## src/rts_params.svh

```systemverilog
// timing and field constants for the resistive touch scanner
`ifndef RTS_PARAMS_SVH
`define RTS_PARAMS_SVH

// ----------------------------------------------------------------
// counts
// ----------------------------------------------------------------
`define RTS_PANELS 3
`define RTS_CLK_MHZ 50
`define RTS_SETTLE_US 10
`define RTS_SETTLE_CYC (`RTS_SETTLE_US * `RTS_CLK_MHZ)
`define RTS_ADC_BITS 12

// ----------------------------------------------------------------
// drive line positions within a panel's drive word
// ----------------------------------------------------------------
`define RTS_DRV_XA 0
`define RTS_DRV_XR 1
`define RTS_DRV_YA 2
`define RTS_DRV_LO 3

// ----------------------------------------------------------------
// drive patterns: bit set = line at supply
// ----------------------------------------------------------------
`define RTS_PAT_IDLE 4'hF
`define RTS_PAT_X 4'h3
`define RTS_PAT_Y 4'h6

`endif

```

## src/rts_pkg.sv

```systemverilog
// types shared by the resistive touch scanner
`default_nettype none
`include "rts_params.svh"
package rts_pkg;
  typedef struct packed {
    logic [`RTS_ADC_BITS-1:0] x;
    logic [`RTS_ADC_BITS-1:0] y;
  } rts_pos_type;

  typedef enum logic [6:0] {
    RTS_IDLE_SET = 7'h01,
    RTS_IDLE_CONV = 7'h02,
    RTS_X_SET = 7'h04,
    RTS_X_CONV = 7'h08,
    RTS_Y_SET = 7'h10,
    RTS_Y_CONV = 7'h20,
    RTS_NEXT = 7'h40
  } rts_state_type;
endpackage
`default_nettype wire

```

## src/rts_scan.sv

```systemverilog
// touch panel scanner: presence check and x/y read of three panels
// ----------------------------------------------------------------
// Functional notes
// - three five-wire panels visited in fixed rotation
// - idle check drives all four lines high
// - sample nearer ground means no touch
// - sample nearer supply starts position cycle
// - x phase: x and right high, rest low
// - y phase: y and right high, rest low
// - move to next panel, keep cycling
// ----------------------------------------------------------------
`timescale 1ns/1ps
`default_nettype none
`include "rts_params.svh"
module rts_scan #(
  parameter int PANELS = `RTS_PANELS,
  parameter int ADC_BITS = `RTS_ADC_BITS,
  parameter int SETTLE_CYC = `RTS_SETTLE_CYC
) (
  // clock and reset
  input wire logic ref_clk,
  input wire logic rst,
  // panel drive lines, one group of four per panel
  output logic [4*PANELS-1:0] drive,
  // converter request and answer (same clock)
  output logic adc_start,
  input wire logic adc_done,
  input wire logic [ADC_BITS-1:0] adc_data,
  // results to display logic
  output rts_pkg::rts_pos_type [PANELS-1:0] pos,
  output logic [PANELS-1:0] touched,
  output logic [PANELS-1:0] pos_valid
);
  import rts_pkg::*;

  // ----------------------------------------------------------------
  // state
  // ----------------------------------------------------------------
  rts_state_type state;
  rts_state_type next_state;
  logic [1:0] panel;
  logic [15:0] settle;
  logic [ADC_BITS-1:0] x_hold;
  logic req_sent;
  logic [1:0] next_panel;
  logic [3:0] next_pattern;
  wire logic [4*PANELS-1:0] next_drive;
  logic settled;
  logic is_conv;
  logic high_half;
  logic last_panel;

  // midpoint compare: msb set means closer to supply
  assign high_half = adc_data[ADC_BITS-1];
  assign settled = (settle == 16'h0000);
  assign last_panel = (panel == 2'(PANELS-1));
  assign is_conv = (state == RTS_IDLE_CONV) || (state == RTS_X_CONV) ||
                   (state == RTS_Y_CONV);
  // one request per conversion state once settled
  assign adc_start = is_conv && settled && !req_sent;

  assign next_panel = (state != RTS_NEXT) ? panel :
                      last_panel ? 2'h0 : panel + 2'h1;

  // levels are worked out one state ahead and registered, so the load
  // switches never see a decode glitch
  assign next_pattern =
    (next_state == RTS_X_SET || next_state == RTS_X_CONV) ? `RTS_PAT_X :
    (next_state == RTS_Y_SET || next_state == RTS_Y_CONV) ? `RTS_PAT_Y :
    `RTS_PAT_IDLE;

  // only the visited panel sees measurement patterns; others rest high
  genvar g;
  generate
    for (g = 0; g < PANELS; g++) begin : g_drv
      assign next_drive[4*g +: 4] = (next_panel == 2'(g)) ? next_pattern :
                                    `RTS_PAT_IDLE;
    end
  endgenerate

  // ----------------------------------------------------------------
  // sequencing
  // ----------------------------------------------------------------
  always_comb begin
    next_state = state;
    case (state)
      RTS_IDLE_SET: next_state = RTS_IDLE_CONV;
      RTS_IDLE_CONV: begin
        if (adc_done && req_sent) begin
          next_state = high_half ? RTS_X_SET : RTS_NEXT;
        end
      end
      RTS_X_SET: next_state = RTS_X_CONV;
      RTS_X_CONV: begin
        if (adc_done && req_sent) begin
          next_state = RTS_Y_SET;
        end
      end
      RTS_Y_SET: next_state = RTS_Y_CONV;
      RTS_Y_CONV: begin
        if (adc_done && req_sent) begin
          next_state = RTS_NEXT;
        end
      end
      RTS_NEXT: next_state = RTS_IDLE_SET;
      default: next_state = RTS_IDLE_SET;
    endcase
  end

  always_ff @(posedge ref_clk or posedge rst) begin
    if (rst) begin
      state <= RTS_IDLE_SET;
      panel <= 2'h0;
      drive <= {PANELS{`RTS_PAT_IDLE}};
      settle <= 16'h0000;
      req_sent <= 1'b0;
    end else begin
      state <= next_state;
      drive <= next_drive;
      // settle counter loads in every set state, after that state's drive levels are registered
      if (state == RTS_IDLE_SET || state == RTS_X_SET ||
          state == RTS_Y_SET) begin
        settle <= 16'(SETTLE_CYC);
      end else if (!settled) begin
        settle <= settle - 16'h0001;
      end
      if (adc_start) begin
        req_sent <= 1'b1;
      end else if (!is_conv) begin
        req_sent <= 1'b0;
      end else if (adc_done) begin
        req_sent <= 1'b0;
      end
      panel <= next_panel;
    end
  end

  // ----------------------------------------------------------------
  // results; positions kept until replaced by a fresh pair
  // ----------------------------------------------------------------
  always_ff @(posedge ref_clk or posedge rst) begin
    if (rst) begin
      x_hold <= '0;
      pos <= '0;
      touched <= '0;
      pos_valid <= '0;
    end else begin
      if (state == RTS_IDLE_CONV && adc_done && req_sent) begin
        touched[panel] <= high_half;
      end
      if (state == RTS_X_CONV && adc_done && req_sent) begin
        x_hold <= adc_data;
      end
      if (state == RTS_Y_CONV && adc_done && req_sent) begin
        pos[panel].x <= x_hold;
        pos[panel].y <= adc_data;
        pos_valid[panel] <= 1'b1;
      end
    end
  end

  // ----------------------------------------------------------------
  // checks
  // ----------------------------------------------------------------
  // cycles since the drive levels last moved, for the settling check
  logic [15:0] drive_age;
  logic [4*PANELS-1:0] drive_seen;

  always_ff @(posedge ref_clk or posedge rst) begin
    if (rst) begin
      drive_seen <= {PANELS{`RTS_PAT_IDLE}};
      drive_age <= 16'h0000;
    end else begin
      drive_seen <= drive;
      if (drive != drive_seen) begin
        drive_age <= 16'h0000;
      end else if (drive_age != 16'hFFFF) begin
        drive_age <= drive_age + 16'h0001;
      end
    end
  end
endmodule
`default_nettype wire

```

## config.mk

```make
export PLATFORM = sky130hd
export DESIGN_NAME = rts_scan
export DESIGN_NICKNAME = d
export VERILOG_FILES = /design/src/rts_pkg.sv /design/src/rts_scan.sv
export VERILOG_INCLUDE_DIRS = /design/src
export SDC_FILE = /design/constraint.sdc
export NUM_CORES = 1
export LEC_CHECK = 0
export BUFFER_PORTS_ARGS = -buffer_cell sky130_fd_sc_hd__clkbuf_2
export CAP_MARGIN = 15
export CELL_PAD_IN_SITES_DETAIL_PLACEMENT = 0
export CELL_PAD_IN_SITES_GLOBAL_PLACEMENT = 1
export CORE_MARGIN = 3
export CORE_UTILIZATION = 45
export DETAILED_ROUTE_END_ITERATION = 8
export GPL_ROUTABILITY_DRIVEN = 1
export MAX_ROUTING_LAYER = met4
export PLACE_DENSITY = 0.92
export SYNTH_ARGS = -nofsm -noshare
export SYNTH_HDL_FRONTEND = slang
export SYNTH_SLANG_ARGS = --single-unit
```

## constraint.sdc

```tcl
create_clock -name ref_clk -period 6.1 [get_ports ref_clk]
set_input_delay 0.305 -clock ref_clk [delete_from_list [all_inputs] [get_ports ref_clk]]
set_output_delay 0.305 -clock ref_clk [all_outputs]
set_load 0.005 [all_outputs]
```

-- Word-level counts from Yosys, hierarchy flattened
Index checks and enable logic that the tools add are counted.
Widths: inputs -> output; s select.
- add/subtract/negate cells: 2
- $mul: 0
- div/mod/pow operators: 0
- magnitude comparators: 2
- eq/ne operators: 16
- shift-type cells: 0
- multiplexer cells: 26
- bitwise logic cells: 1
- reduce and logical (&&, ||, !) cells: 19
- operator list (cell ; count):
    $bwmux 72 ; 2
    $demux 24 s2 ; 2
    $pmux 7 s6 ; 1
    $mux 16 ; 2
    $mux 7 ; 4
    $mux 24 ; 1
    $mux 4 ; 5
    $logic_not 16->1 ; 1
    $sub 16x1->16 const B ; 1
    $eq 7x3->1 const B ; 2
    $eq 7x4->1 const B ; 2
    $eq 7x5->1 const B ; 2
    $eq 7x6->1 const B ; 2
    $mux 12 ; 1
    $logic_and 1x1->1 ; 10
    $eq 7x1->1 const B ; 1
    $eq 7x2->1 const B ; 1
    $ne 7x7->1 const B ; 1
    $logic_or 1x1->1 ; 6
    $eq 2x2->1 const B ; 2
    $mux 1 ; 4
    $mux 2 ; 2
    $bwmux 3 ; 1
    $lt 2x3->1 const B ; 1
    9 further kinds ; 9
- register bits after elaboration: 128
- latch bits: 0
- bits in writable memories: 0
- bits in read-only memories: 0
- output and inout bits: 91
- word-level logic and storage cells: 80
- memories kept: 0

-- Logic depth before layout (Yosys ltp)
Gate-level depths: netlist (run 1).
- word-level depth: 8
- depth in mapped cells: 7

-- Worst setup path before layout (run 1)
Ideal clock, no wire load.
- path kind: reg-to-reg
- start point: register settle[0]
- end point: register settle[7]
- library setup time: 0.131 ns
- arrival: 2.018 ns
- required time: 5.969 ns
- setup slack: 3.951 ns
- cell stages (with the launch flop): 8
- clock period less this slack: 2.149 ns
- cells stage by stage: dfrtp_1 -> inv_1 -> ha_1 -> or4b_2 -> and4bb_2 -> clkbuf_2 -> nor4_1 -> or3_1
- longest elaborated chain between the ends: 3
- elaborated cells between the ends (all ways): 5
- classes of those cells: 1 x add/sub; 1 x eq/ne; 2 x mux; 1 x reduce/logical
- RTL lines (item ; line ; text):
    start, declared ; rts_scan.sv:42 ; logic [15:0] settle;
    start signal, assigned ; rts_scan.sv:123 ; settle <= 16'(SETTLE_CYC);
    start signal, assigned ; rts_scan.sv:125 ; settle <= settle - 16'h0001;
    $sub 16x1->16 ; rts_scan.sv:125 ;
    $mux 16 ; rts_scan.sv:124 ; end else if (!settled) begin
    $mux 16 ; rts_scan.sv:121 ; if (state == RTS_IDLE_SET || state == RTS_X_SET ||
Several ways; a longest one is shown, not always the timed one. The select of a mux whose other input is x is not followed.
A chain may end at the register's enable or synchronous reset.

-- Worst setup path after layout (run 1)
- start point: register settle[0]
- end point: output port adc_start
- longest elaborated chain between the ends: 3
- RTL lines (item ; line ; text):
    $logic_not 16->1 ; rts_scan.sv:55 ; assign settled = (settle == 16'h0000);
    $logic_and 1x1->1 (2 in a row) ; rts_scan.sv:60 ; assign adc_start = is_conv && settled && !req_sent;
    end, declared ; rts_scan.sv:26 ; output logic adc_start,
No other way between the ends.

==> run summary, run 1 <==
For the pin with the worst max-slew slack, the measured transition is 1090 ps. The number of antenna violations at the first check in global routing was 0; the post-CTS setup buffer count was 0. The origin of the worst setup path was settle[0]. Dividing the detail-routed wire length by the instance count gives 16.8 microns. After detailed routing, the total wire length is 11000 microns. The logs give 0 for the post-route antenna net violation count and 69 for the largest net degree at the start of global routing.

The number of detailed-routing iterations run before antenna repair is 4. The number of buffers created by CTS was 17; the number of port buffers was 102. The tools report the placer's final routability congestion estimate as 0.869.

For this run, the register share of the synthesized area comes to 62.1%. The biggest fanout along the worst timing path is 5, and the setup violation total in the final timing report is 0. The power per standard cell area was 294 mW/mm^2; the worst-case setup margin in the final layout was 3350 ps. The summed negative setup slack over all endpoints is 0 ps. The logs give 0 for the max-cap check violation count and 3666 for the via count of the first global-routing pass. For this run, the leading register cell type out of synthesis is dfrtp_1. The clock net in this run drives a total of 125 sinks.

The worst path uses 45.1% of the clock period. Synthesis inferred 125 register bits. The clock tree synthesis step divided the H-tree into 4 levels. The clock latency reported for the late side of the worst-skew pair was 400 ps; the post-cts hold buffer count was 0. Detailed router's first-iteration violation count: 168.

The category of the critical setup timing path is flip-flop to output port. Measured along the y axis, the die boundary spans 112 microns. Dividing the synthesized area by the synthesized cell count gives 13.0 sq um.

During synthesis, Yosys emitted a total of 0 warnings. Across the VDD grid, the largest voltage drop is 0.168 mV. No sink is reached through more buffers than the 2 on the longest clock path. The cell sitting at the root of the clock tree is a clkbuf_16.

The number of placed I/O pins was 106; the floorplan row count was 38. Measured along the x axis, the die boundary spans 112 microns. The worst path in the final design needs a cycle of 2750 ps, including I/O delays and setup. Setup repair after global routing left no endpoint under its margin.

Once detailed placement completed, the half-perimeter wirelength came to 7330 microns. The synthesized netlist occupies a cell area of 0.00506 sq mm. Across every metal layer, demand over resource in global routing totals 18.5%.

The area growth from synthesis to layout is 25.4%. Static timing analysis puts the maximum clock frequency at 363 MHz. The path category of the worst min-delay check was input pin to async pin.

Data on the critical path arrives at its endpoint at 2450 ps. The tools report the worst clock skew as 7.94 ps. For this run, design rule violations remaining after detail routing come to 0. Clock-pin slew was measured on the worst setup and hold paths at 50 ps.

The category of the worst setup path capture point is an output port. The tools report the max-slew violation count as 0. After filler insertion, the fill cell instance count of the layout stands at 900.

After detailed routing, the number of vias per cell comes to 5.33. Counting every instance in the synthesized netlist gives 389. The number of hold violations in the final report came out at 0. The run finished with clean final reports. By count the netlist is led by dfrtp_1 (115), mux2_2 (80), nand2_1 (54). The most common cell in the synthesized netlist is dfrtp_1.

The startpoint identified for the worst register-to-register timing path is state[1]. At the placement stage, the worst setup path has a slack of 3480 ps. The share of cells above drive strength 1 was 45.0%; the worst relative slew slack was 26.9%.

The synthesized netlist contains 45 unique library cells. The area of the die came out at 0.0125 sq mm. The initial utilization of the core area, before any placement, comes to 46.3%. TritonCTS built the clock tree.

After the last flow step, the layout net total stands at 516. The tools report the final total power as 1.87 mW. The remaining global-route overflow was 0. The worst setup path is launched from a flip-flop. For the count of vias placed by the detailed router, the log shows 3471.

Number of enable flip-flop cells after synthesis: 0. In this run the static leakage power is 3.37 nW. The first global-routing pass estimated 18100 microns of wire. The share of the synthesized area in the top cell type is 56.9%, and the count of inserted antenna diode cells is 0.

The post-CTS resize count was 0. By area the synthesized netlist is led by dfrtp_1 (57%), mux2_2 (18%), dfstp_2 (5.2%). The synthesized design spends more area on one cell type than any other, namely dfrtp_1. The critical path data required time is 5790 ps. The area of the core region is 0.0109 sq mm, and the share of flip-flops with an asynchronous set or reset is 100%.
## worst max-delay path: stages (launching register included)
cell	delay, ps
dfrtp_1	360
inv_1	140
ha_1	170
or4b_2	640
nand4bb_1	310
nor3_1	260
clkbuf_2	160
## cell usage in the layout, fill, tap and decap left out, drive strengths merged, types with 2 or more instances in the layout
cell      n
or4      11
a21oi    10
dfrtp   115
buf       3
nor2b     3
nor3      6
o31a      2
mux2     80
clkinv    2
dfstp    10
nand2b    6
a211oi    2
nor4      3
nor4b     2
or4b      2
or3       6
o21ai    11
clkbuf  127
conb      3
inv       6
nand2    54
bufinv    3
or2       2
nor2     10
o211ai    2
a211o     4
o31ai     6
ha        2
nand3     5
## power by group
| part | internal (mW) | total, mW | switching, mW |
|---|---|---|---|
| Combinational | 0.00420 | 0.0258 | 0.0216 |
| Sequential | 0.831 | 0.831 | 0 |
| Clock | 0.682 | 1.01 | 0.327 |
| Total | 1.52 | 1.87 | 0.348 |
## path summary, 6_finish.rpt
kind                           endpoint  slack [ps]  cells after the start
max reg2reg                     pos[26]        3610                      4
min reg2reg                pos_valid[2]         460                      1
max in group asynchronous      state[3]        4830                      3
min in group ref_clk          x_hold[1]         150                      3
min                             pos[49]          50                      2
max                           adc_start        3350                      6
## stage by stage
step / hold slack (ps) / area, sq um / util (%) / cells
finish: 51.8 / 6340 / 58.0 / 651
global route: 112 / 6340 / 58.0 / 651
CTS: 79.1 / 6290 / 57.5 / 649
detailed placement: 455 / 5680 / 52.0 / 618
global placement: 449 / 5680 / 52.0 / 618
floorplan: 418 / 5070 / - / 391
## cells by family (layout without fill, tap and decap cells)
family,Yosys count,count (layout),synth area share (%)
other,1,3,0.0741
DFF,125,125,62.1
muxes,80,80,17.8
adders and majority gates,2,2,0.495
xor gates and xnor gates,1,1,0.173
buffers and inverters,22,142,1.98
AOI/OAI and AO/OA,39,39,5.00
and+or+nand+nor,119,119,12.4
## state kept, by name (all words and copies together) (netlist names)
name       count
touched        3
pos_valid      3
x_hold        12
state          7
panel          2
settle        16
req_sent       1
drive          9
pos           72
## area by class of cell
cell class	count	area, sq um	area share [%]
Clock inverter	6	108	1.70
Multi-Input combinational cell	244	1830	28.8
Timing Repair Buffer	105	573	9.04
Clock buffer	25	495	7.81
Tap cell	140	175	2.76
Inverter	6	25.0	0.395
Sequential cell	125	3140	49.5
## layer usage
| metal | part of all wire [%] | vias up | GRT usage (%) |
|---|---|---|---|
| met5 | 0 | - | - |
| met4 | 1.8 | 0 | 7.21 |
| met3 | 4.0 | 17 | 3.77 |
| met2 | 52 | 85 | 30.2 |
| met1 | 42 | 1762 | 22.7 |
| li1 | - | 1607 | - |
Note: power is estimated with default switching activity, not from simulation.
==> run 2, diff against run 1 <==
--- a/config.mk
+++ b/config.mk
@@ -6,16 +6,17 @@
 export SDC_FILE = /design/constraint.sdc
 export NUM_CORES = 1
 export LEC_CHECK = 0
+export ABC_AREA = 1
 export BUFFER_PORTS_ARGS = -buffer_cell sky130_fd_sc_hd__clkbuf_2
 export CAP_MARGIN = 15
 export CELL_PAD_IN_SITES_DETAIL_PLACEMENT = 0
 export CELL_PAD_IN_SITES_GLOBAL_PLACEMENT = 1
 export CORE_MARGIN = 3
-export CORE_UTILIZATION = 45
+export CORE_UTILIZATION = 41
 export DETAILED_ROUTE_END_ITERATION = 8
 export GPL_ROUTABILITY_DRIVEN = 1
 export MAX_ROUTING_LAYER = met4
-export PLACE_DENSITY = 0.92
+export PLACE_DENSITY = 0.9
 export SYNTH_ARGS = -nofsm -noshare
 export SYNTH_HDL_FRONTEND = slang
 export SYNTH_SLANG_ARGS = --single-unit
==> constraint.sdc (replaced) <==
create_clock -name ref_clk -period 2.6 [get_ports ref_clk]
set_input_delay 0.13 -clock ref_clk [delete_from_list [all_inputs] [get_ports ref_clk]]
set_output_delay 0.13 -clock ref_clk [all_outputs]
set_load 0.005 [all_outputs]
==> run 2 against run 1 <==
Effect of this change:
- hold slack improved by 9.1 ps
- largest power group unchanged
- non-clock buffer count did not move
- power rose by 150%
- clock skew rose by 1.4 ps
- sequential power rose by 130%
- critical path depth rose by 2
- sequential cell count did not move
==> run summary, run 2 <==
The critical path data required time was 2470 ps (-3320 ps). The share of flip-flops with an asynchronous set or reset is 100% (unchanged), and the area share of and/or/nand/nor cells after synthesis is 27.0% (+15 points). Setup repair after global routing left no endpoint under its margin. The largest net degree at the start of global routing is 67 (-2.9%), and the biggest fanout along the worst timing path is 5 (unchanged). The non-filler instance count after layout came out at 912 (+40%). The count of inserted antenna diode cells was 0 (unchanged). The detail-routed via count per cell is 4.75 (-11%), and the number of enable flip-flop cells after synthesis is 0 (unchanged). Final worst hold slack: 60.8 ps (+9.06 ps). For the number of distinct library cells after synthesis, the log shows 27 (-40%).

The leading register cell type out of synthesis was dfrtp_1. The netlist area before placement is 0.00554 sq mm (+9.6%), and the total clock sinks is 125 (unchanged). The category of the worst setup path capture point is an output port. The post-CTS resize count came out at 0 (unchanged). By area, the combinational part of the netlist is dominated by simple AND/OR/NAND/NOR gates. Worst-case setup slack after placement: 877 ps (-2600 ps). For the number of levels the H-tree was split into, the log shows 4 (unchanged).

The worst hold path terminates at pos[49]. In the finished design, the share of the clock period the worst path needs comes to 78.5%. The max-cap check violation count was 0 (unchanged). The library cell used most frequently in the layout, excluding fill and tap cells, is nand2_1.

For the post-route antenna net violation count, the log shows 0 (unchanged). The cell count of the worst reg-to-reg path was 8 (+4). The number of instances in the placed design was 879 (+42%). The area of the die is 0.0150 sq mm (+19%), and the power per standard cell area is 677 mW/mm^2 (+130%).

The run gives 44.0% (+17 points) as the worst relative slew slack. TritonCTS built the clock tree. Ranked by flip-flop count, first place goes to pos. The area of the core region was 0.0129 sq mm (+18%). The endpoint identified for the worst register-to-register timing path is pos[59].

The run gives 4.60 mW (+150%) as the final total power. For the setup slack on the worst flop-to-flop path, the log shows 890 ps (-2720 ps). The tools report the setup violation total in the final timing report as 0 (unchanged). Floorplan row count: 41 (+7.9%). The static power due to leakage was 3.78 nW (+12%). The share of the synthesized area in the top cell type is 51.9% (-5.0 points). Mean cell area of the mapped netlist: 8.95 sq um (-31%).

The commonest cells after synthesis are nand2_1 (230), dfrtp_1 (115), nor2_1 (64). The startpoint identified for the worst hold timing path is adc_data[1]. The number of synthesized register bits works out to 125 (unchanged). The synthesis-to-layout area growth is 22.6%, and the global-route wire length before repair is 21300 microns (+18%). The worst-case setup margin in the final layout is 558 ps (-2790 ps), and the fraction of the mapped netlist area in compound gates is 8.53% (+3.5 points).

The category of the critical setup timing path was flip-flop to output port. For the summed negative setup slack over all endpoints, the log shows 0 ps (unchanged). Xor/xnor share of the synthesized area: 0.632% (+0.46 points). The clock latency reported for the late side of the worst-skew pair came out at 410 ps (about the same). By area the synthesized netlist is led by dfrtp_1 (52%), nand2_1 (16%), o21ai_2 (5.7%). Timing would allow up to 490 MHz.

The number of antenna violations at the first check in global routing is 0 (unchanged), and the share of synthesized area spent on multiplexers is 0% (-18 points). The flow ran to the end, and the final reports show no timing, DRC or antenna violations. The post-CTS setup buffer count was 0 (unchanged). The average routed wire per standard cell came out at 14.4 microns (-14%). The clock transition time at the flip-flop clock pins of the worst setup and hold paths works out to 60 ps (about the same). The area of all placed cells without fillers is 0.00680 sq mm (+7.2%), and the height of the die is 122 microns (+9.1%). The run gives 0 (unchanged) as the Yosys warning count.

The most repeated cell in the gate-level netlist after synthesis is nand2_1. After layout, the minimum clock period comes to 2040 ps. The tools report the fill cell total of the finished layout as 1166 (+30%). The instance count of the mapped netlist came out at 619 (+59%). In the layout the commonest cells are nand2_1 (230), dfrtp_1 (115), clkbuf_2 (102). The share of synthesized area occupied by flip-flops and latches is 56.7% (-5.4 points), and the final HPWL from detailed placement is 9360 microns (+28%).

The worst setup path is launched from a flip-flop. In this run the critical register-to-register path is launched from state[1]. The count of vias placed by the detailed router came out at 4333 (+25%). The overall routing resource usage was 19.1% (+0.62 points).

The worst clock skew is 9.31 ps (+1.37 ps). The dominant cell type by area after synthesis was dfrtp_1. The tightest min-delay check is of the input pin to flip-flop type. The maximum resistive drop on vdd is 0.369 mV (+120%). The remaining global-route overflow was 0 (unchanged); the DRC violation count after routing was 0 (unchanged). The number of buffers created by CTS is 17 (unchanged), and the number of detailed-routing iterations run before antenna repair is 7 (+3). The slew of the pin with the lowest slew margin works out to 840 ps (-254 ps). CTS placed an instance of clkbuf_16 at the clock tree root. Along the worst hold path, the cell count comes to 3.

The share of synthesized cell area in full adder, half adder and majority cells was 0.451% (-0.043 points); the number of placed I/O pins was 106 (unchanged). The effective utilization at floorplan is 42.9% (-3.4 points). In the final layout, the registers with the most flip-flops are pos x72, settle x16, x_hold x12. The number of flip-flops under the largest register name was 72 (unchanged).

The number of port buffers came out at 102 (unchanged). The detailed router's first-iteration violation count was 239 (+42%). For the via count of the first global-routing pass, the log shows 4219 (+15%).

The share of cells above drive strength 1 is 27.8% (-17 points). The run gives 0.914 (+5.2%) as the placer's final routability congestion estimate. The tools report the number of hold violations in the final report as 0 (unchanged).

For the utilization of the core after routing, the log shows 52.6% (-5.4 points). The routed wire length was 13100 microns (+20%); the critical path data arrival time was 1910 ps (-540 ps). The max-slew violation count was 0 (unchanged).

The die boundary width was 122 microns (+9.1%); the placed cell area was 0.00613 sq mm (+7.9%). Clock tree buffer depth: 2 (unchanged). The number of nets at the end of the flow was 744 (+44%).
[run 2: repair_timing]
action,4_1_cts,5_1_grt
endpoints found under the setup margin,0,0
hold buffers,1,0
endpoints found under the hold margin,3,0
[run 2: cell type report]
type | instances | area, sq um | area share [%]
flip-flops and latches | 125 | 3140 | 46.2
multi-input cells | 426 | 2040 | 30.1
repair buffers | 105 | 536 | 7.88
clock buffers | 19 | 443 | 6.52
well taps | 172 | 215 | 3.17
clock inverters | 13 | 214 | 3.15
inverters | 52 | 206 | 3.04
[run 2: metal layers]
layer  up-vias  track usage [%]  part of all wire [%]
met3        17             5.90                   5.7
li1       2141                -                     -
met5         -                -                     0
met1      2041             24.9                    45
met2       134             28.8                    47
met4         0             5.88                   1.4
[run 2: worst max path at each step]
stage              from   endpoint  slack [ps]  cells after the start
6_report       state[6]  adc_start         560                      8
5_1_grt        state[4]  adc_start         350                      8
4_1_cts        state[4]  adc_start         540                      8
3_5_place_dp   state[1]    pos[51]         880                      8
3_3_place_gp   state[3]    pos[49]         930                      8
2_1_floorplan       rst   panel[0]         940                      1
[run 2: cell families after synthesis]
logic type | after synthesis
fa+ha+maj | 2
other cells | 1
xor+xnor | 4
simple gates | 350
buf+inv | 70
flops | 125
compound gates | 67
[run 2: where the power goes]
group | internal [mW] | switching (mW) | total [mW]
Combinational | 0.0120 | 0.0614 | 0.0734
Clock | 1.73 | 0.850 | 2.58
Sequential | 1.95 | 0 | 1.95
Total | 3.69 | 0.912 | 4.60
[run 2: critical path, stage by stage (launching register included)]
cell and delay (ps):
dfrtp_1 420, nor2_2 140, nand2_1 150, nor2_1 260
nor2_1 100, o21ai_0 140, nand2_1 90, nor2_1 100
clkbuf_2 120
